## src/inc/pmt_pkg.sv

```systemverilog
package pmt_pkg;

    // Table byte pointer width and derived spans.
    localparam int PTR_W     = 21;
    localparam int DATA_W    = 8;
    localparam int HOLD_N    = 8;
    localparam int HOLD_IDX_W = 3;

    // Pointer-update encodings of the two-bit mode field.
    localparam logic [1:0] MODE_NONE     = 2'h0;
    localparam logic [1:0] MODE_POST_INC = 2'h1;
    localparam logic [1:0] MODE_POST_DEC = 2'h2;
    localparam logic [1:0] MODE_PRE_INC  = 2'h3;

    // Reset values and the unit pointer step.
    localparam logic [PTR_W-1:0]  PTR_RST   = 21'h000000;
    localparam logic [DATA_W-1:0] LATCH_RST = 8'h00;
    localparam logic [DATA_W-1:0] HOLD_RST  = 8'hff;
    localparam logic [PTR_W-1:0]  PTR_ONE   = 21'h000001;

    // Sequencer states.
    typedef enum logic [1:0] {
        PMT_IDLE,
        PMT_EXEC
    } pmt_state_e;

endpackage

```

## src/rtl/pmt_table_access.sv

```systemverilog
//Behaviour
//- A table read fetches the pointed program byte into the data latch.
//- The table byte pointer is 21 bits and addresses single bytes.
//- Every pointer value in the two-megabyte span picks a distinct byte.
//- Pointer bit zero picks low byte (0) or high byte (1) of a word.
//- Reads support none, post-inc, post-dec, pre-inc; pre-inc before fetch.
//- A table write copies the latch into holding register pointer[2:0].
//- Writes only load holding registers; program memory is not changed.
//- Write with no-change mode loads holding register, pointer kept.
//- Write post-increment loads with current pointer, then adds one.
//- Write post-decrement loads with current pointer, then subtracts one.
//- Write pre-increment adds one first, then loads by new pointer.
`timescale 1ns/1ps

// Executes table reads and table writes for the core. A read fetches one
// program memory byte into the latch; a write copies the latch into one
// of the holding registers. Both may step the pointer.
module pmt_table_access
    import pmt_pkg::*;
(
    // Clock, reset and clock enable.
    input  wire logic                  clk_i,                // Core clock.
    input  wire logic                  sys_rst_i,            // Sync reset.
    input  wire logic                  ce_i,                 // Clock enable.
    // Operation requests.
    input  wire logic                  table_read_op_i,      // Start a read.
    input  wire logic                  table_write_op_i,     // Start a write.
    input  wire logic [1:0]            mode_i,               // Step mode.
    // Core access to pointer and latch.
    input  wire logic                  ptr_load_i,           // Load pointer.
    input  wire logic [PTR_W-1:0]      ptr_data_i,           // Pointer value.
    input  wire logic                  latch_load_i,         // Load latch.
    input  wire logic [DATA_W-1:0]     latch_data_i,         // Latch value.
    // Program memory and holding readback.
    input  wire logic [DATA_W-1:0]     pm_rdata_i,           // Memory byte.
    input  wire logic [HOLD_IDX_W-1:0] hold_sel_i,           // Readback pick.
    // Program memory access.
    output logic [PTR_W-1:0]           pm_addr_o,            // Byte address.
    output logic                       pm_rd_o,              // Memory read.
    // Core-visible state and status.
    output logic [PTR_W-1:0]           table_byte_pointer_o, // Pointer.
    output logic [DATA_W-1:0]          table_data_latch_o,   // Latch.
    output logic [DATA_W-1:0]          hold_data_o,          // Readback.
    output logic                       busy_o,               // Execute cycle.
    output logic                       done_o                // Done pulse.
);

    // Adds or subtracts one from a pointer, wrapping at either end.
    function automatic logic [PTR_W-1:0] ptr_step(
        input logic [PTR_W-1:0] p,
        input logic             dec
    );
        ptr_step = dec ? (p - PTR_ONE) : (p + PTR_ONE);
    endfunction

    // Read has priority, so a request is a write only with read low.
    function automatic logic req_is_write(
        input logic rd,
        input logic wr
    );
        req_is_write = wr && !rd;
    endfunction

    // True for the mode that steps the pointer before the access.
    function automatic logic mode_is_pre(
        input logic [1:0] m
    );
        mode_is_pre = (m == MODE_PRE_INC);
    endfunction

    // True for the two modes that step the pointer after the access.
    function automatic logic mode_is_post(
        input logic [1:0] m
    );
        mode_is_post = (m == MODE_POST_INC) || (m == MODE_POST_DEC);
    endfunction

    // True for the mode that steps the pointer down rather than up.
    function automatic logic mode_is_dec(
        input logic [1:0] m
    );
        mode_is_dec = (m == MODE_POST_DEC);
    endfunction

    // Picks the holding register from the low bits of a byte address.
    function automatic logic [HOLD_IDX_W-1:0] hold_index(
        input logic [PTR_W-1:0] a
    );
        hold_index = a[HOLD_IDX_W-1:0];
    endfunction

    // Sequencer state and the registers behind every output but hold_data_o.
    pmt_state_e        state_q, state_d;
    logic              is_write_q;
    logic [1:0]        mode_q;
    logic [PTR_W-1:0]  ptr_q, ptr_d;
    logic [DATA_W-1:0] latch_q, latch_d;
    logic [PTR_W-1:0]  addr_q, addr_d;
    logic              rd_q;
    logic              busy_q;
    logic              done_q;

    // Sequencer phase decode.
    wire idle_w    = (state_q == PMT_IDLE);
    wire exec_w    = (state_q == PMT_EXEC);
    wire exec_nx_w = (state_d == PMT_EXEC);

    // A request is taken only while idle. If both operations are raised
    // together the read wins, so the write flag needs the read low.
    wire req_w      = table_read_op_i | table_write_op_i;
    wire start_w    = req_w && idle_w;
    wire start_rd_w = start_w && table_read_op_i;
    wire start_wr_w = start_w && req_is_write(table_read_op_i,
                                              table_write_op_i);

    // Core writes to pointer and latch are refused during the execute
    // cycle, so an access always works on a stable pointer and latch.
    wire ptr_load_w   = ptr_load_i && idle_w;
    wire latch_load_w = latch_load_i && idle_w;

    // Mode decode of the request in hand and of the captured request.
    wire pre_inc_w  = mode_is_pre(mode_i);
    wire post_w     = mode_is_post(mode_q);
    wire post_dec_w = mode_is_dec(mode_q);

    // Access address: pre-increment uses the stepped pointer so that the
    // fetch or the holding load already sees the new value.
    wire [PTR_W-1:0] ptr_inc_w  = ptr_step(ptr_q, 1'b0);
    wire [PTR_W-1:0] ptr_post_w = ptr_step(ptr_q, post_dec_w);
    wire [PTR_W-1:0] acc_addr_w = pre_inc_w ? ptr_inc_w
                                            : ptr_q;

    // Operation kind during the execute cycle.
    wire rd_exec_w = exec_w && !is_write_q;
    wire wr_exec_w = exec_w && is_write_q;

    // The three low address bits pick the holding register.
    wire [HOLD_IDX_W-1:0] hold_idx_w = hold_index(addr_q);

    // Sequencer: cycle one decodes, cycle two performs the access.
    always_comb begin
        state_d = state_q;
        case (state_q)
            PMT_IDLE: begin
                if (start_w) begin
                    state_d = PMT_EXEC;
                end
            end
            PMT_EXEC: begin
                state_d = PMT_IDLE;
            end
            default: begin
                state_d = PMT_IDLE;
            end
        endcase
    end

    // Pointer update. Pre-increment is applied as the request is taken so
    // the access sees the new value; the post modes step once the access
    // in the execute cycle is done. A core load waits for idle.
    always_comb begin
        ptr_d = ptr_q;
        if (start_w && pre_inc_w) begin
            ptr_d = ptr_inc_w;
        end else if (exec_w && post_w) begin
            ptr_d = ptr_post_w;
        end else if (exec_w) begin
            ptr_d = ptr_q;
        end else if (ptr_load_w) begin
            ptr_d = ptr_data_i;
        end
    end

    // The access address is captured as the request is taken and stands
    // until the next request.
    always_comb begin
        addr_d = addr_q;
        if (start_w) begin
            addr_d = acc_addr_w;
        end
    end

    // Latch takes the fetched byte at the end of a read; bit zero of the
    // address has already chosen the low or high byte of the word.
    always_comb begin
        latch_d = latch_q;
        if (rd_exec_w) begin
            latch_d = pm_rdata_i;
        end else if (latch_load_w) begin
            latch_d = latch_data_i;
        end
    end

    // Sequencer state register. A low clock enable freezes it, and with
    // it the whole operation, in place.
    always_ff @(posedge clk_i) begin
        if (sys_rst_i) begin
            state_q <= PMT_IDLE;
        end else if (ce_i) begin
            state_q <= state_d;
        end
    end

    // Table byte pointer: a full byte address, so every value in the
    // two-megabyte span names its own byte.
    always_ff @(posedge clk_i) begin
        if (sys_rst_i) begin
            ptr_q <= PTR_RST;
        end else if (ce_i) begin
            ptr_q <= ptr_d;
        end
    end

    // Table data latch: written by a read or by the core while idle.
    // A write only reads it.
    always_ff @(posedge clk_i) begin
        if (sys_rst_i) begin
            latch_q <= LATCH_RST;
        end else if (ce_i) begin
            latch_q <= latch_d;
        end
    end

    // Program memory address register; it stands from one request to
    // the next so the memory sees a steady address.
    always_ff @(posedge clk_i) begin
        if (sys_rst_i) begin
            addr_q <= PTR_RST;
        end else if (ce_i) begin
            addr_q <= addr_d;
        end
    end

    // Operation kind, captured as the request is taken. It steers the
    // execute cycle to the fetch or to the holding load.
    always_ff @(posedge clk_i) begin
        if (sys_rst_i) begin
            is_write_q <= 1'b0;
        end else if (ce_i) begin
            if (start_w) begin
                is_write_q <= start_wr_w;
            end
        end
    end

    // Step mode, captured as the request is taken, so that a mode input
    // that moves during the execute cycle cannot change the post step.
    always_ff @(posedge clk_i) begin
        if (sys_rst_i) begin
            mode_q <= MODE_NONE;
        end else if (ce_i) begin
            if (start_w) begin
                mode_q <= mode_i;
            end
        end
    end

    // Memory read strobe: high only in the execute cycle of a read,
    // including a read raised together with a write.
    always_ff @(posedge clk_i) begin
        if (sys_rst_i) begin
            rd_q <= 1'b0;
        end else if (ce_i) begin
            rd_q <= start_rd_w;
        end
    end

    // Busy flag, registered so the output comes from a flop; it is high
    // exactly while the sequencer is in its execute cycle.
    always_ff @(posedge clk_i) begin
        if (sys_rst_i) begin
            busy_q <= 1'b0;
        end else if (ce_i) begin
            busy_q <= exec_nx_w;
        end
    end

    // Completion pulse after the second cycle. No status flags exist, so
    // none can change.
    always_ff @(posedge clk_i) begin
        if (sys_rst_i) begin
            done_q <= 1'b0;
        end else if (ce_i) begin
            done_q <= exec_w;
        end
    end

    // Holding registers; only written here, never program memory. They
    // hold the data for a later programming operation.
    pmt_hold_regs u_hold (
        .clk_i     (clk_i),
        .sys_rst_i (sys_rst_i),
        .ce_i      (ce_i),
        .wr_i      (wr_exec_w),
        .wr_idx_i  (hold_idx_w),
        .wr_data_i (latch_q),
        .rd_idx_i  (hold_sel_i),
        .rd_data_o (hold_data_o)
    );

    // Outputs straight from flip-flops; the readback register sits in the
    // holding module.
    assign pm_addr_o            = addr_q;
    assign pm_rd_o              = rd_q;
    assign table_byte_pointer_o = ptr_q;
    assign table_data_latch_o   = latch_q;
    assign busy_o               = busy_q;
    assign done_o               = done_q;

endmodule

```

## src/rtl/pmt_hold_regs.sv

```systemverilog
`timescale 1ns/1ps

// Eight write holding registers with a registered read port.
module pmt_hold_regs
    import pmt_pkg::*;
(
    input  wire logic                  clk_i,     // Core clock.
    input  wire logic                  sys_rst_i, // Synchronous reset.
    input  wire logic                  ce_i,      // Clock enable.
    input  wire logic                  wr_i,      // Write strobe.
    input  wire logic [HOLD_IDX_W-1:0] wr_idx_i,  // Write index.
    input  wire logic [DATA_W-1:0]     wr_data_i, // Write data.
    input  wire logic [HOLD_IDX_W-1:0] rd_idx_i,  // Read index.
    output logic      [DATA_W-1:0]     rd_data_o  // Registered read data.
);

    logic [DATA_W-1:0] mem_q [HOLD_N];

    // Write one entry and register the read word each cycle.
    always_ff @(posedge clk_i) begin
        if (sys_rst_i) begin
            for (int i = 0; i < HOLD_N; i++) begin
                mem_q[i] <= HOLD_RST;
            end
            rd_data_o <= HOLD_RST;
        end else if (ce_i) begin
            if (wr_i) begin
                mem_q[wr_idx_i] <= wr_data_i;
            end
            rd_data_o <= mem_q[rd_idx_i];
        end
    end

endmodule

```

## config.mk

```make
export PLATFORM = sky130hd
export DESIGN_NAME = pmt_table_access
export DESIGN_NICKNAME = d
export VERILOG_FILES = /design/src/inc/pmt_pkg.sv /design/src/rtl/pmt_table_access.sv /design/src/rtl/pmt_hold_regs.sv
export SDC_FILE = /design/constraint.sdc
export NUM_CORES = 1
export LEC_CHECK = 0
export ABC_CLOCK_PERIOD_IN_PS = 3900
export BUFFER_PORTS_ARGS = -buffer_cell sky130_fd_sc_hd__buf_2
export CORE_MARGIN = 4
export CORE_UTILIZATION = 30
export CTS_CLUSTER_SIZE = 16
export DETAILED_ROUTE_END_ITERATION = 8
export HOLD_SLACK_MARGIN = 0.03
export PLACE_DENSITY = 0.48
export SYNTH_ARGS = -nofsm -noshare
export SYNTH_HDL_FRONTEND = slang
export SYNTH_SLANG_ARGS = --single-unit
```

## constraint.sdc

```tcl
create_clock -name clk_i -period 3.9 [get_ports clk_i]
set_input_delay 0.195 -clock clk_i [delete_from_list [all_inputs] [get_ports clk_i]]
set_output_delay 0.195 -clock clk_i [all_outputs]
set_load 0.01 [all_outputs]
```

# Yosys cells after proc, flatten, opt, wreduce, memory -nomap -nowiden
# Memory sizes are Yosys's and may differ from the RTL's. A register that Yosys moved wholly into a read port is not among the register bits.
# Index checks and enable logic that the tools add are counted.
dict set report op_classes {
  bitwise 1
  muxes 19
  n_reduce_logical 20
  eq_ne 6
  n_addsub 2
}
# cell n
set ops {}
lappend ops {{$mux 21} 6}
lappend ops {{$mux 8} 3}
lappend ops {{$add 21x1->21 const B} 1}
lappend ops {{$sub 21x1->21 const B} 1}
lappend ops {{$logic_and 1x1->1} 10}
lappend ops {{$reduce_or 8->1} 1}
lappend ops {{$mux 1} 7}
lappend ops {{$eq 2x1->1 const B} 3}
lappend ops {{$eq 2x2->1 const B} 2}
lappend ops {{$mux 2} 2}
lappend ops {{$reduce_and 2->1} 2}
lappend ops {{$mux 3} 1}
lappend ops {{$ne 3x1->1 const B} 1}
lappend ops {{$reduce_and 3->1} 1}
lappend ops {{$reduce_bool 3->1} 1}
lappend ops {{$logic_not 1->1} 2}
lappend ops {{$logic_not 2->1} 1}
lappend ops {{$reduce_bool 2->1} 1}
lappend ops {{$logic_or 1x1->1} 1}
lappend ops {{$or 1x1->1} 1}
dict set report totals {
  wordCells 58
  out_inout_bits 61
  register_bits 58
  ramBits 64
  in_bits 49
  n_memories 1
}
# name words width read_ports rd_ports_with_merged_regs wr line_no
set memory_table {}
lappend memory_table {u_hold.mem_q 8 8 1 1 8 pmt_hold_regs.sv:17} ;# logic [DATA_W-1:0] mem_q [HOLD_N];

# Logic depth before layout (Yosys ltp)
# Gate-level depths: netlist (run 1).
dict set report depth {
  word_depth 8
  mapped_depth 9
  depth_no_buf 8
}

# Modules after synthesis
# A second synthesis (run 1) with hierarchy kept.
dict set report hier_totals {
  cells_unflattened 750
  area_unflattened_um2 7263.2
}
# mod seq_area_each_um2 cells_per_inst area_each_um2 n_inst
set modules_own_cells {}
lappend modules_own_cells {pmt_table_access 1161.1 524 3963.8 1}
lappend modules_own_cells {pmt_hold_regs 2082.0 226 3299.4 1}

# Least setup slack after synthesis (run 1)
# OpenSTA, ideal clock, no wires.
dict set report synth_path {
  kind {reg-to-reg}
  startpoint {reg ptr_q[0] (netlist: table_byte_pointer_o[0])}
  endpoint {reg ptr_q[20] (netlist: table_byte_pointer_o[20])}
  arrival_ns 2.263
  stages_incl_launch_ff 8
  required_time_ns 3.822
  path_buffers 0
  path_slack_ns 1.559
  setup_time_ns 0.078
  period_less_slack_ns 2.341
  path_cell_list {dfxtp_1 -> ha_1 -> nand4_1 -> nor4_1 -> and3b_1 -> nor2_1 -> o221a_2 -> nor3_1}
}
dict set report synth_between {
  elab_chain_cells 4
  word_cells_on_any_way 5
  cone_classes {add/sub: 2; mux: 3}
}
# element line_no
set synth_lines {}
lappend synth_lines {{start: declaration} pmt_table_access.sv:96} ;# logic [PTR_W-1:0] ptr_q, ptr_d;
lappend synth_lines {{start signal: assignment} pmt_table_access.sv:210} ;# ptr_q <= ptr_d;
lappend synth_lines {{$add 21x1->21 or $sub 21x1->21 (tied branches)} pmt_table_access.sv:53} ;# ptr_step = dec ? (p - PTR_ONE) : (p + PTR_ONE);
lappend synth_lines {{$mux 21} pmt_table_access.sv:53}
lappend synth_lines {{$mux 21} pmt_table_access.sv:165} ;# end else if (exec_w && post_w) begin
lappend synth_lines {{$mux 21 (*)} pmt_table_access.sv:163} ;# if (start_w && pre_inc_w) begin
# Every way passes the cells marked *; elsewhere a longest branch is shown, timed or not.
# A chain may end at the register's enable or synchronous reset.

# Worst setup path in the final report (run 1)
dict set report layout_path {
  startpoint {reg mode_q[0]}
  endpoint {reg ptr_q[17] (netlist: table_byte_pointer_o[17])}
}
dict set report layout_between {
  elab_chain_cells 5
  word_cells_on_any_way 10
  cone_classes {eq/ne: 3; mux: 3; reduce/logical: 4}
}
# element line_no
set layout_lines {}
lappend layout_lines {{start: declaration} pmt_table_access.sv:95} ;# logic [1:0] mode_q;
lappend layout_lines {{start signal: assignment} pmt_table_access.sv:253} ;# mode_q <= mode_i;
lappend layout_lines {{$eq 2x1->1 or $eq 2x2->1 (tied branches)} {pmt_table_access.sv:75, pmt_table_access.sv:82}}
lappend layout_lines {{$logic_or 1x1->1} pmt_table_access.sv:75} ;# mode_is_post = (m == MODE_POST_INC) || (m == MODE_POST_DEC);
lappend layout_lines {{$logic_and 1x1->1} pmt_table_access.sv:165}
lappend layout_lines {{$ne 3x1->1 (no line) (tied with other cells)} -}
lappend layout_lines {{$reduce_and 3->1 (no line) or $mux 21 (tied branches)} -}
# Parallel ways exist; a longest one is shown, timed or not.

==> insert_results.sql, run 1 <==
INSERT INTO impl_metrics (metric_group, metric, value, unit) VALUES
('clock_tree', 'clk_pin_slew_worst_setup_hold_paths', '60', 'ps'),
('clock_tree', 'post-cts-setup-buffers', '0', ''),
('synth', 'synthFlopType', 'dfxtp_1', ''),
('synth', 'synth_fp_nets', '798', ''),
('power_and_ir_drop', 'power_density', '440', 'mW/mm2'),
('sta', 'worst-slew-pin-transition', '1070', 'ps'),
('clock_tree', 'htree_num_levels', '4', ''),
('finish', 'filler_cell_count_in_the_final_layout', '2383', ''),
('grt', 'grt_usage', '0.175', ''),
('routing', 'drt_first_iter_violations', '451', ''),
('place', 'placed_cells', '1117', ''),
('synth', 'netlist.area_leader.share', '0.273', ''),
('sta', 'timing_hold_violations_final', '0', ''),
('clock_tree', 'clkLatencyLatePin', '430', 'ps'),
('synth', 'syn_avg_cell_area', '9.44', 'um2'),
('sta', 'skew', '9.89', 'ps'),
('finish', 'post_layout_nonfiller_instances', '1149', ''),
('floorplan', 'placeableCoreArea', '0.0228', 'mm2'),
('routing', 'avg_vias_per_cell', '5.22', ''),
('clock_tree', 'post_cts_resized', '0', ''),
('sta', 'min_period', '2720', 'ps'),
('finish', 'finalCoreUtilization', '0.369', ''),
('finish', 'area_growth_syn_to_layout', '19.6', '%'),
('synth', 'ys_seq_area_frac', '0.460', ''),
('worst_setup_path', 'timing.reg2reg.setup_slack', '1180', 'ps'),
('grt', 'gr-total-overflow', '0', ''),
('worst_setup_path', 'timing.critical_path.required', '4260', 'ps'),
('routing', 'avgRoutedWirePerCell', '19.7', 'um'),
('synth', 'synthCells', '746', ''),
('worst_setup_path', 'critPathLaunchType', 'register', ''),
('routing', 'vias', '5998', ''),
('place', 'place.port_buffers', '109', ''),
('sta', 'finalSetupViolCount', '0', ''),
('power_and_ir_drop', 'peakVddDrop', '0.233', 'mV'),
('floorplan', 'io_pins', '110', ''),
('clock_tree', 'cts_hold_repair.buffers', '0', ''),
('routing', 'drc', '0', ''),
('clock_tree', 'clock_path_buffers', '2', ''),
('floorplan', 'initial_core_util', '0.308', ''),
('synth', 'synthesis.area', '0.00704', 'mm2'),
('grt', 'initial_antenna_violation_count', '0', ''),
('place', 'place_hpwl', '15800', 'um'),
('sta', 'fmaxAchievable', '0.367', 'GHz'),
('clock_tree', 'cts.sinks', '130', ''),
('hold_path', 'classification_of_the_worst_slack_hold_path', 'input pin to register', ''),
('routing', 'first_pass_iters', '5', ''),
('clock_tree', 'cts_made_buffers', '17', ''),
('routing', 'ant_nets', '0', ''),
('sta', 'fin_setup_tns', '0', 'ps'),
('synth', 'synth_seq_cells', '130', ''),
('finish', 'n_antenna_cell', '0', ''),
('synth', 'synth_async_sr_flop_share', '0', ''),
('power_and_ir_drop', 'finalPower', '0.00371', 'W'),
('sta', 'rsz0062_at_grt', 'false', ''),
('floorplan', 'fp-row-count', '55', ''),
('floorplan', 'chipHeight', '161', 'um'),
('routing', 'routed_wirelength', '22600', 'um'),
('finish', 'drive_above_1_share', '0.222', ''),
('finish', 'nNetsFinal', '875', ''),
('finish', 'finish.instance_area', '0.00842', 'mm2'),
('synth', 'synthTopCellsByArea', 'edfxtp_1, dfxtp_1, nand2b_1', ''),
('worst_setup_path', 'criticalPathCategory', 'register to register', ''),
('worst_setup_path', 'cp_max_fo', '15', ''),
('sta', 'slew_viol_final', '0', ''),
('clock_tree', 'cts_tree', 'done', ''),
('synth', 'ys_warns', '0', ''),
('grt', 'grt_start_max_net_pins', '45', ''),
('worst_setup_path', 'crit_arrival', '3090', 'ps'),
('floorplan', 'die_x', '161', 'um'),
('floorplan', 'design.die.area', '0.0260', 'mm2'),
('clock_tree', 'clk_root_buffer_cell', 'clkbuf_16', ''),
('run_status', 'outcome', 'complete, no violations', ''),
('place', 'placedInstanceArea', '0.00782', 'mm2'),
('grt', 'wire_length_of_the_first_global_routing_pass', '35000', 'um'),
('synth', 'synthDominantAreaCellType', 'edfxtp_1', ''),
('sta', 'slew-limit-headroom', '0.276', ''),
('worst_setup_path', 'cp-end-kind', 'register', ''),
('flow_run', 'maxCapViolCount', '0', ''),
('power_and_ir_drop', 'p_leak', '2.75', 'nW'),
('grt', 'number_of_global_route_vias_before_repair', '5894', ''),
('place', 'globalplace.congestion', '0.883', ''),
('sta', 'final.period_utilization', '0.699', ''),
('synth', 'synth_edf_count', '64', ''),
('synth', 'yosysUniqueCellTypes', '63', '');
==> synth_stat cells (all sizes together), types with 5 or more instances <==
cell type	count
o21ai	43
dfxtp	66
nand3	19
xor2	11
nand2	69
a31oi	6
inv	11
nor4	8
or4	6
nor3	21
a211oi	22
mux4	16
mux2i	10
a21oi	48
nand4	13
or2	8
a22oi	5
edfxtp	64
nand2b	60
and2	5
nor3b	8
xnor2	21
nor2	61
clkbuf	52
buf	12
or3	13
==> final cells by class <==
type,count,area (um2),share of cell area
multi-input cells,541,3500,0.415
flip-flops and latches,130,3240,0.385
repair buffers,122,643,0.0764
clock buffers,18,429,0.0510
well taps,313,392,0.0465
clock inverters,14,176,0.0209
inverters,11,41.3,0.00490
==> power by group <==
part | internal (W) | switching, W
clock | 0.00102 | 0.000650
combinational | 0.000187 | 0.000287
sequential | 0.00148 | 0.0000909
==> cells in the final DEF (no fill, tap or decap), types with 5 or more instances in the layout <==
cell type	instances
buf_2	109
nand2_1	69
dfxtp_1	66
edfxtp_1	64
nor2_1	61
nand2b_1	60
a21oi_1	48
o21ai_0	42
a211oi_1	22
nor3_1	21
xnor2_1	21
nand3_1	19
clkbuf_16	17
mux4_2	16
or3_1	13
nand4_1	13
buf_4	13
inv_1	11
xor2_1	11
mux2i_1	10
or2_2	8
nor3b_1	8
nor4_1	8
a31oi_1	6
inv_6	6
and2_1	5
a22oi_1	5
==> logic make-up (layout without fill, tap and decap cells) <==
logic type	count (synthesis)	in the layout	share of synthesized area
XOR/XNOR	32	32	0.0398
AO/OA/AOI/OAI	172	172	0.158
multiplexers	26	26	0.0654
AND/OR/NAND/NOR	308	308	0.228
buffers and inverters	75	165	0.0432
flip-flops	130	130	0.460
adder cells (fa/ha/maj)	3	3	0.00533
==> metrics by stage <==
stage / hold slack, ps / worst slack [ps]
after global routing: 54.5 / 1010
after detailed placement: 451 / 1180
after global placement: 443 / 1220
final: 59.7 / 1180
after CTS: 43.2 / 1160
after floorplan: 331 / 1560
==> worst max-delay path, stage by stage (launching register included) <==
cell       delay, ps
dfxtp_1          330
inv_1             40
ha_1             370
or3b_2           680
o2bb2ai_2        480
or4b_1           480
nand2_1           80
o21ai_0           70
a21oi_1          130
==> final timing paths <==
| kind | end | cells after the start | from |
|---|---|---|---|
| max | table_byte_pointer_o[17] | 8 | mode_q[0] |
| min | mode_q[0] | 3 | mode_i[0] |
| max reg2reg | table_byte_pointer_o[17] | 8 | mode_q[0] |
| min reg2reg | mode_q[0] | 2 | mode_q[0] |
==> registers in the layout, indices dropped and copies added, names as in the netlist <==
| name | cells |
|---|---|
| mode_q | 2 |
| busy_o | 1 |
| is_write_q | 1 |
| table_data_latch_o | 8 |
| done_o | 1 |
| u_hold.rd_data_o | 8 |
| pm_addr_o | 21 |
| state_q | 2 |
| pm_rd_o | 1 |
| table_byte_pointer_o | 21 |
| u_hold.mem_q | 64 |
==> routing by layer <==
layer  global-route usage  vias to the layer above  part of all wire
met4               0.0582                        0             0.020
met3               0.0418                       30             0.058
li1                     -                     2888                 -
met2                0.285                      177              0.47
met1                0.232                     2903              0.45
met5                    0                        -                 0
Power figures use the tool's default switching activity.
==> run 2, diff against run 1 <==
- ABC_AREA: not set -> 1
- ABC_CLOCK_PERIOD_IN_PS: 3900 -> 2200
- PLACE_DENSITY: 0.48 -> 0.49
- clock period: 3.9 -> 2.2 ns (I/O delays scaled with it)
==> run 2 against run 1 <==
Largest power group unchanged; combinational power rose to 2.5 times the previous value; worst hold slack worse by 13 ps; sequential power up 76%; die area down 0.39%; critical path type unchanged.
==> insert_results.sql, run 2 <==
INSERT INTO impl_metrics (metric_group, metric, value, unit) VALUES
('sta', 'min_period', '2020', 'ps'),
('grt', 'globalRouteMet1Util', '0.272', ''),
('power_and_ir_drop', 'pwr-share-seq', '0.409', ''),
('routing', 'avgRoutedWirePerCell', '17.0', 'um'),
('finish', 'largest_register_ff_count', '64', ''),
('clock_tree', 'clkLatencyLatePin', '430', 'ps'),
('sta', 'fin_setup_tns', '0', 'ps'),
('synth', 'synthDominantAreaCellType', 'edfxtp_1', ''),
('flow_run', 'maxCapViolCount', '0', ''),
('power_and_ir_drop', 'swShare', '0.306', ''),
('place', 'place.port_buffers', '109', ''),
('grt', 'gr-total-overflow', '0', ''),
('worst_setup_path', 'crit_path_cell_trace', 'nor2_2, o21ai_4, inv_2, nand2_4, nand3_4, nand2_4, inv_2, nand2_1, a21oi_1, a21oi_1', ''),
('power_and_ir_drop', 'peakVddDrop', '0.413', 'mV'),
('clock_tree', 'clock_path_buffers', '2', ''),
('routing', 'drt_first_iter_violations', '529', ''),
('power_and_ir_drop', 'p_leak', '3.24', 'nW'),
('clock_tree', 'cts_tree', 'done', ''),
('worst_setup_path', 'cp_max_fo', '29', ''),
('floorplan', 'chipHeight', '161', 'um'),
('finish', 'layout_commonest_cell', 'nand2_1', ''),
('floorplan', 'fp-row-count', '55', ''),
('sta', 'worst-slew-pin-transition', '599', 'ps'),
('synth', 'syn_avg_cell_area', '7.46', 'um2'),
('clock_tree', 'htree_num_levels', '4', ''),
('synth', 'synth_seq_cells', '130', ''),
('routing', 'avg_vias_per_cell', '4.92', ''),
('run_status', 'outcome', 'complete, no violations', ''),
('sta', 'slew_viol_final', '0', ''),
('sta', 'final.period_utilization', '0.919', ''),
('clock_tree', 'clk_pin_slew_worst_setup_hold_paths', '60', 'ps'),
('worst_setup_path', 'cp-end-kind', 'register', ''),
('sta', 'finalSetupViolCount', '0', ''),
('place', 'place_hpwl', '16800', 'um'),
('routing', 'routed_wirelength', '23600', 'um'),
('synth', 'ys_warns', '0', ''),
('floorplan', 'initial_core_util', '0.307', ''),
('finish', 'filler_cell_count_in_the_final_layout', '2450', ''),
('synth', 'post-synth-top-count-cell', 'nand2_1', ''),
('floorplan', 'die_x', '161', 'um'),
('floorplan', 'placeableCoreArea', '0.0228', 'mm2'),
('finish', 'area_growth_syn_to_layout', '23.8', '%'),
('place', 'detailedPlace.worstSlack', '216', 'ps'),
('worst_setup_path', 'cp.buffers_inverters', '2', ''),
('grt', 'wire_length_of_the_first_global_routing_pass', '37900', 'um'),
('synth', 'yosys-top-cells-count', 'nand2_1, nor2_1, o21ai_0', ''),
('grt', 'number_of_global_route_vias_before_repair', '6686', ''),
('power_and_ir_drop', 'power_density', '780', 'mW/mm2'),
('clock_tree', 'cts_made_buffers', '17', ''),
('synth', 'netlist.area_leader.share', '0.274', ''),
('grt', 'grt_usage', '0.185', ''),
('finish', 'regMostFlops', 'u_hold.mem_q', ''),
('power_and_ir_drop', 'cell_internal_pwr', '0.00470', 'W'),
('place', 'placedInstanceArea', '0.00792', 'mm2'),
('finish', 'finalCoreUtilization', '0.380', ''),
('worst_setup_path', 'timing.critical_path.required', '2510', 'ps'),
('grt', 'grt_start_max_net_pins', '61', ''),
('grt', 'grt_use_met3', '0.0423', ''),
('sta', 'slew-limit-headroom', '0.600', ''),
('grt', 'globalRoute.busiestLayer', 'met2', ''),
('routing', 'drc', '0', ''),
('floorplan', 'io_pins', '110', ''),
('worst_setup_path', 'cp_top_family', 'simple AND/OR/NAND/NOR gates', ''),
('place', 'globalplace.congestion', '0.901', ''),
('worst_setup_path', 'timing.reg2reg.setup_slack', '180', 'ps'),
('grt', 'initial_antenna_violation_count', '1', ''),
('clock_tree', 'cts.sinks', '130', ''),
('clock_tree', 'post-cts-setup-buffers', '0', ''),
('synth', 'synthTopCellsByArea', 'edfxtp_1, dfxtp_1, nand2_1', ''),
('synth', 'synth_fp_nets', '992', ''),
('synth', 'synthCells', '940', ''),
('finish', 'drive_above_1_share', '0.191', ''),
('finish', 'mostFrequentLayoutCells', 'nand2_1, nor2_1, buf_2', ''),
('synth', 'yosysUniqueCellTypes', '38', ''),
('power_and_ir_drop', 'combPwrFrac', '0.177', ''),
('worst_setup_path', 'crit_arrival', '2330', 'ps'),
('grt', 'grtUsageMet2', '0.273', ''),
('finish', 'nNetsFinal', '1118', ''),
('power_and_ir_drop', 'netSwitchingPower', '0.00207', 'W'),
('worst_setup_path', 'critPathLaunchType', 'register', ''),
('finish', 'finish.instance_area', '0.00868', 'mm2'),
('sta', 'timing_hold_violations_final', '0', ''),
('finish', 'n_antenna_cell', '0', ''),
('sta', 'worst_slack', '178', 'ps'),
('routing', 'vias', '6852', ''),
('synth', 'synthFlopType', 'dfxtp_1', ''),
('synth', 'ys_seq_area_frac', '0.462', ''),
('synth', 'synth_edf_count', '64', ''),
('synth', 'synthesis.area', '0.00701', 'mm2'),
('worst_setup_path', 'criticalPathCategory', 'register to register', ''),
('routing', 'ant_nets', '0', ''),
('synth', 'synth_async_sr_flop_share', '0', ''),
('clock_tree', 'clk_root_buffer_cell', 'clkbuf_16', ''),
('sta', 'skew', '13.2', 'ps'),
('sta', 'fmaxAchievable', '0.494', 'GHz'),
('sta', 'rsz0062_at_grt', 'true', ''),
('hold_path', 'classification_of_the_worst_slack_hold_path', 'input pin to register', ''),
('worst_setup_path', 'critical_path.max_stage_delay', '440', 'ps'),
('routing', 'first_pass_iters', '6', ''),
('power_and_ir_drop', 'p_clk_frac', '0.414', ''),
('worst_setup_path', 'critical_path.slowest_cell', 'inv_2', ''),
('floorplan', 'design.die.area', '0.0259', 'mm2');
==> run 2: worst register-to-register path, stage by stage, from the launching register on <==
cell	delay, ps
dfxtp_1	340
nor2_2	200
o21ai_4	160
inv_2	100
nand2_4	110
nand3_4	90
nand2_4	140
inv_2	450
nand2_1	120
a21oi_1	140
a21oi_1	70
==> run 2: through the flow <==
stage	cells	total power [W]	hold slack [ps]
6_report	1392	0.00677	47.1
5_1_grt	1392	0.00711	57.6
4_1_cts	1392	0.00682	31.8
3_5_place_dp	1341	0.00399	362
3_3_place_gp	1341	0.00399	378
2_1_floorplan	940	0.00355	245
==> run 2: power groups by stage <==
stage | clock network [W] | registers, W | logic (W)
after global routing | 0.00297 | 0.00279 | 0.00134
after global placement | 0 | 0.00282 | 0.00116
final | 0.00281 | 0.00277 | 0.00120
after floorplan | 0 | 0.00281 | 0.000734
after CTS | 0.00285 | 0.00277 | 0.00120
after detailed placement | 0 | 0.00282 | 0.00117
==> run 2: per-layer routing <==
layer	wire, um	vias up	share of wire
met3	1430	22	0.060
met5	13	-	0.00055
met1	12000	3191	0.51
li1	-	3421	-
met2	9850	216	0.42
met4	315	2	0.013
==> run 2: layout make-up <==
cell class | instances | area, um2 | area share
Clock inverter | 13 | 138 | 0.0159
Tap cell | 313 | 392 | 0.0451
Multi-Input combinational cell | 701 | 3320 | 0.382
Timing Repair Buffer | 153 | 923 | 0.106
Clock buffer | 19 | 433 | 0.0499
Inverter | 63 | 236 | 0.0272
Sequential cell | 130 | 3250 | 0.374
==> run 2: worst paths after layout <==
check                                   start                  endpoint  cells after the start
worst max-delay path               state_q[1]  table_byte_pointer_o[17]                     10
worst min-delay path            ptr_data_i[6]   table_byte_pointer_o[6]                      5
worst max register to register     state_q[1]  table_byte_pointer_o[17]                     10
worst min register to register         busy_o                    busy_o                      2
==> run 2: kinds of logic (layout without fill, tap and decap cells) <==
| family | after synthesis | in the layout | synth area share |
|---|---|---|---|
| flops | 130 | 130 | 0.462 |
| fa+ha+maj | 3 | 3 | 0.00535 |
| buf+inv | 109 | 248 | 0.0649 |
| compound gates | 245 | 245 | 0.188 |
| simple gates | 440 | 440 | 0.263 |
| xor+xnor | 13 | 13 | 0.0162 |
==> run 2: what timing repair did <==
item	4_1_cts	5_1_grt
endpoints found under the setup margin	0	3
hold endpoints to repair	11	0
hold buffers	19	0
gates resized for setup	0	2
==> run 3, diff against run 2 <==
- ABC_CLOCK_PERIOD_IN_PS: 2200 -> 2000
- PLACE_DENSITY: 0.49 -> 0.48
- clock period: 2.2 -> 2 ns (I/O delays scaled with it)
==> run 3 against run 2 <==
Largest power group is now registers; clock skew hardly changed; first-iteration DRC count is 5.1% lower; critical path depth is 1 lower; sequential cell count stayed put; sequential share of layout area is 0.42 points lower.
==> insert_results.sql, run 3 (same netlist as run 2, synthesis figures left out) <==
INSERT INTO impl_metrics (metric_group, metric, value, unit) VALUES
('run_status', 'outcome', 'complete, no violations', ''),
('routing', 'first_pass_iters', '5', ''),
('finish', 'n_antenna_cell', '0', ''),
('sta', 'skew', '13.3', 'ps'),
('floorplan', 'placeableCoreArea', '0.0228', 'mm2'),
('routing', 'avgRoutedWirePerCell', '17.7', 'um'),
('finish', 'layout_commonest_cell', 'nand2_1', ''),
('sta', 'rsz0062_at_grt', 'true', ''),
('routing', 'drc', '0', ''),
('clock_tree', 'clk_pin_slew_worst_setup_hold_paths', '60', 'ps'),
('routing', 'vias', '6948', ''),
('worst_setup_path', 'cp_top_family', 'simple AND/OR/NAND/NOR gates', ''),
('finish', 'area_growth_syn_to_layout', '25.3', '%'),
('routing', 'routed_wirelength', '24900', 'um'),
('sta', 'slew-limit-headroom', '0.611', ''),
('finish', 'largest_register_ff_count', '64', ''),
('grt', 'grtUsageMet2', '0.278', ''),
('worst_setup_path', 'cp-end-kind', 'register', ''),
('finish', 'mostFrequentLayoutCells', 'nand2_1, nor2_1, buf_2', ''),
('worst_setup_path', 'crit_arrival', '1970', 'ps'),
('floorplan', 'fp-row-count', '55', ''),
('grt', 'globalRoute.busiestLayer', 'met1', ''),
('sta', 'min_period', '1830', 'ps'),
('finish', 'post_layout_nonfiller_instances', '1404', ''),
('clock_tree', 'cts_made_buffers', '17', ''),
('routing', 'avg_vias_per_cell', '4.95', ''),
('worst_setup_path', 'critPathLaunchType', 'register', ''),
('grt', 'number_of_global_route_vias_before_repair', '6807', ''),
('routing', 'drt_first_iter_violations', '502', ''),
('sta', 'timing_hold_violations_final', '0', ''),
('sta', 'fin_setup_tns', '0', 'ps'),
('sta', 'worst-slew-pin-transition', '584', 'ps'),
('hold_path', 'classification_of_the_worst_slack_hold_path', 'input pin to register', ''),
('grt', 'grt_use_met3', '0.0334', ''),
('clock_tree', 'htree_num_levels', '4', ''),
('worst_setup_path', 'critical_path.slowest_cell', 'dfxtp_1', ''),
('routing', 'ant_nets', '0', ''),
('sta', 'final.period_utilization', '0.916', ''),
('sta', 'slew_viol_final', '0', ''),
('grt', 'gr-total-overflow', '0', ''),
('sta', 'finalSetupViolCount', '0', ''),
('clock_tree', 'clk_root_buffer_cell', 'clkbuf_16', ''),
('place', 'place.port_buffers', '109', ''),
('clock_tree', 'clock_path_buffers', '2', ''),
('worst_setup_path', 'timing.critical_path.required', '2130', 'ps'),
('clock_tree', 'cts_tree', 'done', ''),
('finish', 'regMostFlops', 'u_hold.mem_q', ''),
('power_and_ir_drop', 'power_density', '848', 'mW/mm2'),
('power_and_ir_drop', 'peakVddDrop', '0.547', 'mV'),
('worst_setup_path', 'cp_max_fo', '8', ''),
('worst_setup_path', 'criticalPathCategory', 'register to register', ''),
('worst_setup_path', 'cp.buffers_inverters', '4', ''),
('grt', 'grt_usage', '0.193', ''),
('worst_setup_path', 'critical_path.max_stage_delay', '340', 'ps'),
('finish', 'nNetsFinal', '1130', ''),
('worst_setup_path', 'crit_path_cell_trace', 'inv_1, nor2_2, inv_2, nor2_1, inv_1, nor2_1, nand2_1, o21ai_0, buf_4', ''),
('place', 'placed_cells', '1352', ''),
('clock_tree', 'clkLatencyLatePin', '430', 'ps'),
('grt', 'grt_start_max_net_pins', '61', ''),
('place', 'place_hpwl', '17800', 'um'),
('sta', 'fmaxAchievable', '0.546', 'GHz'),
('finish', 'drive_above_1_share', '0.206', ''),
('floorplan', 'chipHeight', '161', 'um'),
('grt', 'initial_antenna_violation_count', '0', ''),
('floorplan', 'io_pins', '110', ''),
('clock_tree', 'cts.sinks', '130', ''),
('power_and_ir_drop', 'p_leak', '3.30', 'nW'),
('place', 'globalplace.congestion', '0.869', ''),
('flow_run', 'maxCapViolCount', '0', ''),
('floorplan', 'die_x', '161', 'um'),
('clock_tree', 'post-cts-setup-buffers', '0', ''),
('grt', 'wire_length_of_the_first_global_routing_pass', '39000', 'um'),
('floorplan', 'initial_core_util', '0.307', ''),
('grt', 'globalRouteMet1Util', '0.291', ''),
('floorplan', 'design.die.area', '0.0259', 'mm2');
==> run 3: changes by cell type in the layout (fill, tap and decap cells not counted), sizes merged <==
cell,before,now
clkinv,7,6
buf,134,145
dlygate4sd3,19,20
inv,63,67
bufinv,2,1
clkinvlp,4,3
clkbuf,19,18
==> run 3: worst reg2reg max path, cell delays in order, from the launching register on <==
cell,delay (ps)
dfxtp_1,340
inv_1,70
nor2_2,90
inv_2,70
nor2_1,80
inv_1,60
nor2_1,120
nand2_1,260
o21ai_0,260
buf_4,200
==> run 3: repair_timing <==
item                                   in CTS  in global routing
setup endpoints to repair                   0                 18
endpoints found under the hold margin      12                  0
resized for setup                           0                  7
hold buffers                               20                  0
==> run 3: routing by layer <==
| metal | wire length (um) | share of wire | vias up |
|---|---|---|---|
| li1 | - | - | 3453 |
| met4 | 477 | 0.019 | 0 |
| met5 | 0 | 0 | - |
| met3 | 1340 | 0.054 | 25 |
| met2 | 10600 | 0.43 | 218 |
| met1 | 12500 | 0.50 | 3252 |
==> run 3: cell type report <==
cell class,instances,area [um2]
inverters,63,236
well taps,313,392
repair buffers,165,1030
fillers,2451,14100
clock inverters,14,131
flip-flops and latches,130,3250
clock buffers,18,429
multi-input cells,701,3320
==> run 3: final timing paths <==
check | slack [ps] | depth (start not counted) | to | start
worst max-delay path | 170 | 9 | u_hold.mem_q[2][7] | state_q[0]
worst min-delay path | 40 | 5 | table_byte_pointer_o[20] | ptr_data_i[20]
worst max register to register | 170 | 9 | u_hold.mem_q[2][7] | state_q[0]
worst min register to register | 460 | 2 | busy_o | busy_o
==> run 3: report_power, final <==
group | internal [W] | total [W] | switching [W]
registers | 0.00291 | 0.00304 | 0.000130
clock network | 0.00173 | 0.00303 | 0.00130
logic | 0.000465 | 0.00139 | 0.000923
==> run 3: stage by stage <==
step                      cell area (um2)  setup slack (ps)   util  hold slack [ps]  power (W)
final                                8790               167  0.385             38.2    0.00746
after global routing                 8790             -10.4  0.385             49.1    0.00781
after CTS                            8780              93.0  0.384             31.3    0.00751
after detailed placement             8020               112  0.351              363    0.00445
after global placement               8020               115  0.351              346    0.00445
after floorplan                      7010              15.8      -              235    0.00390
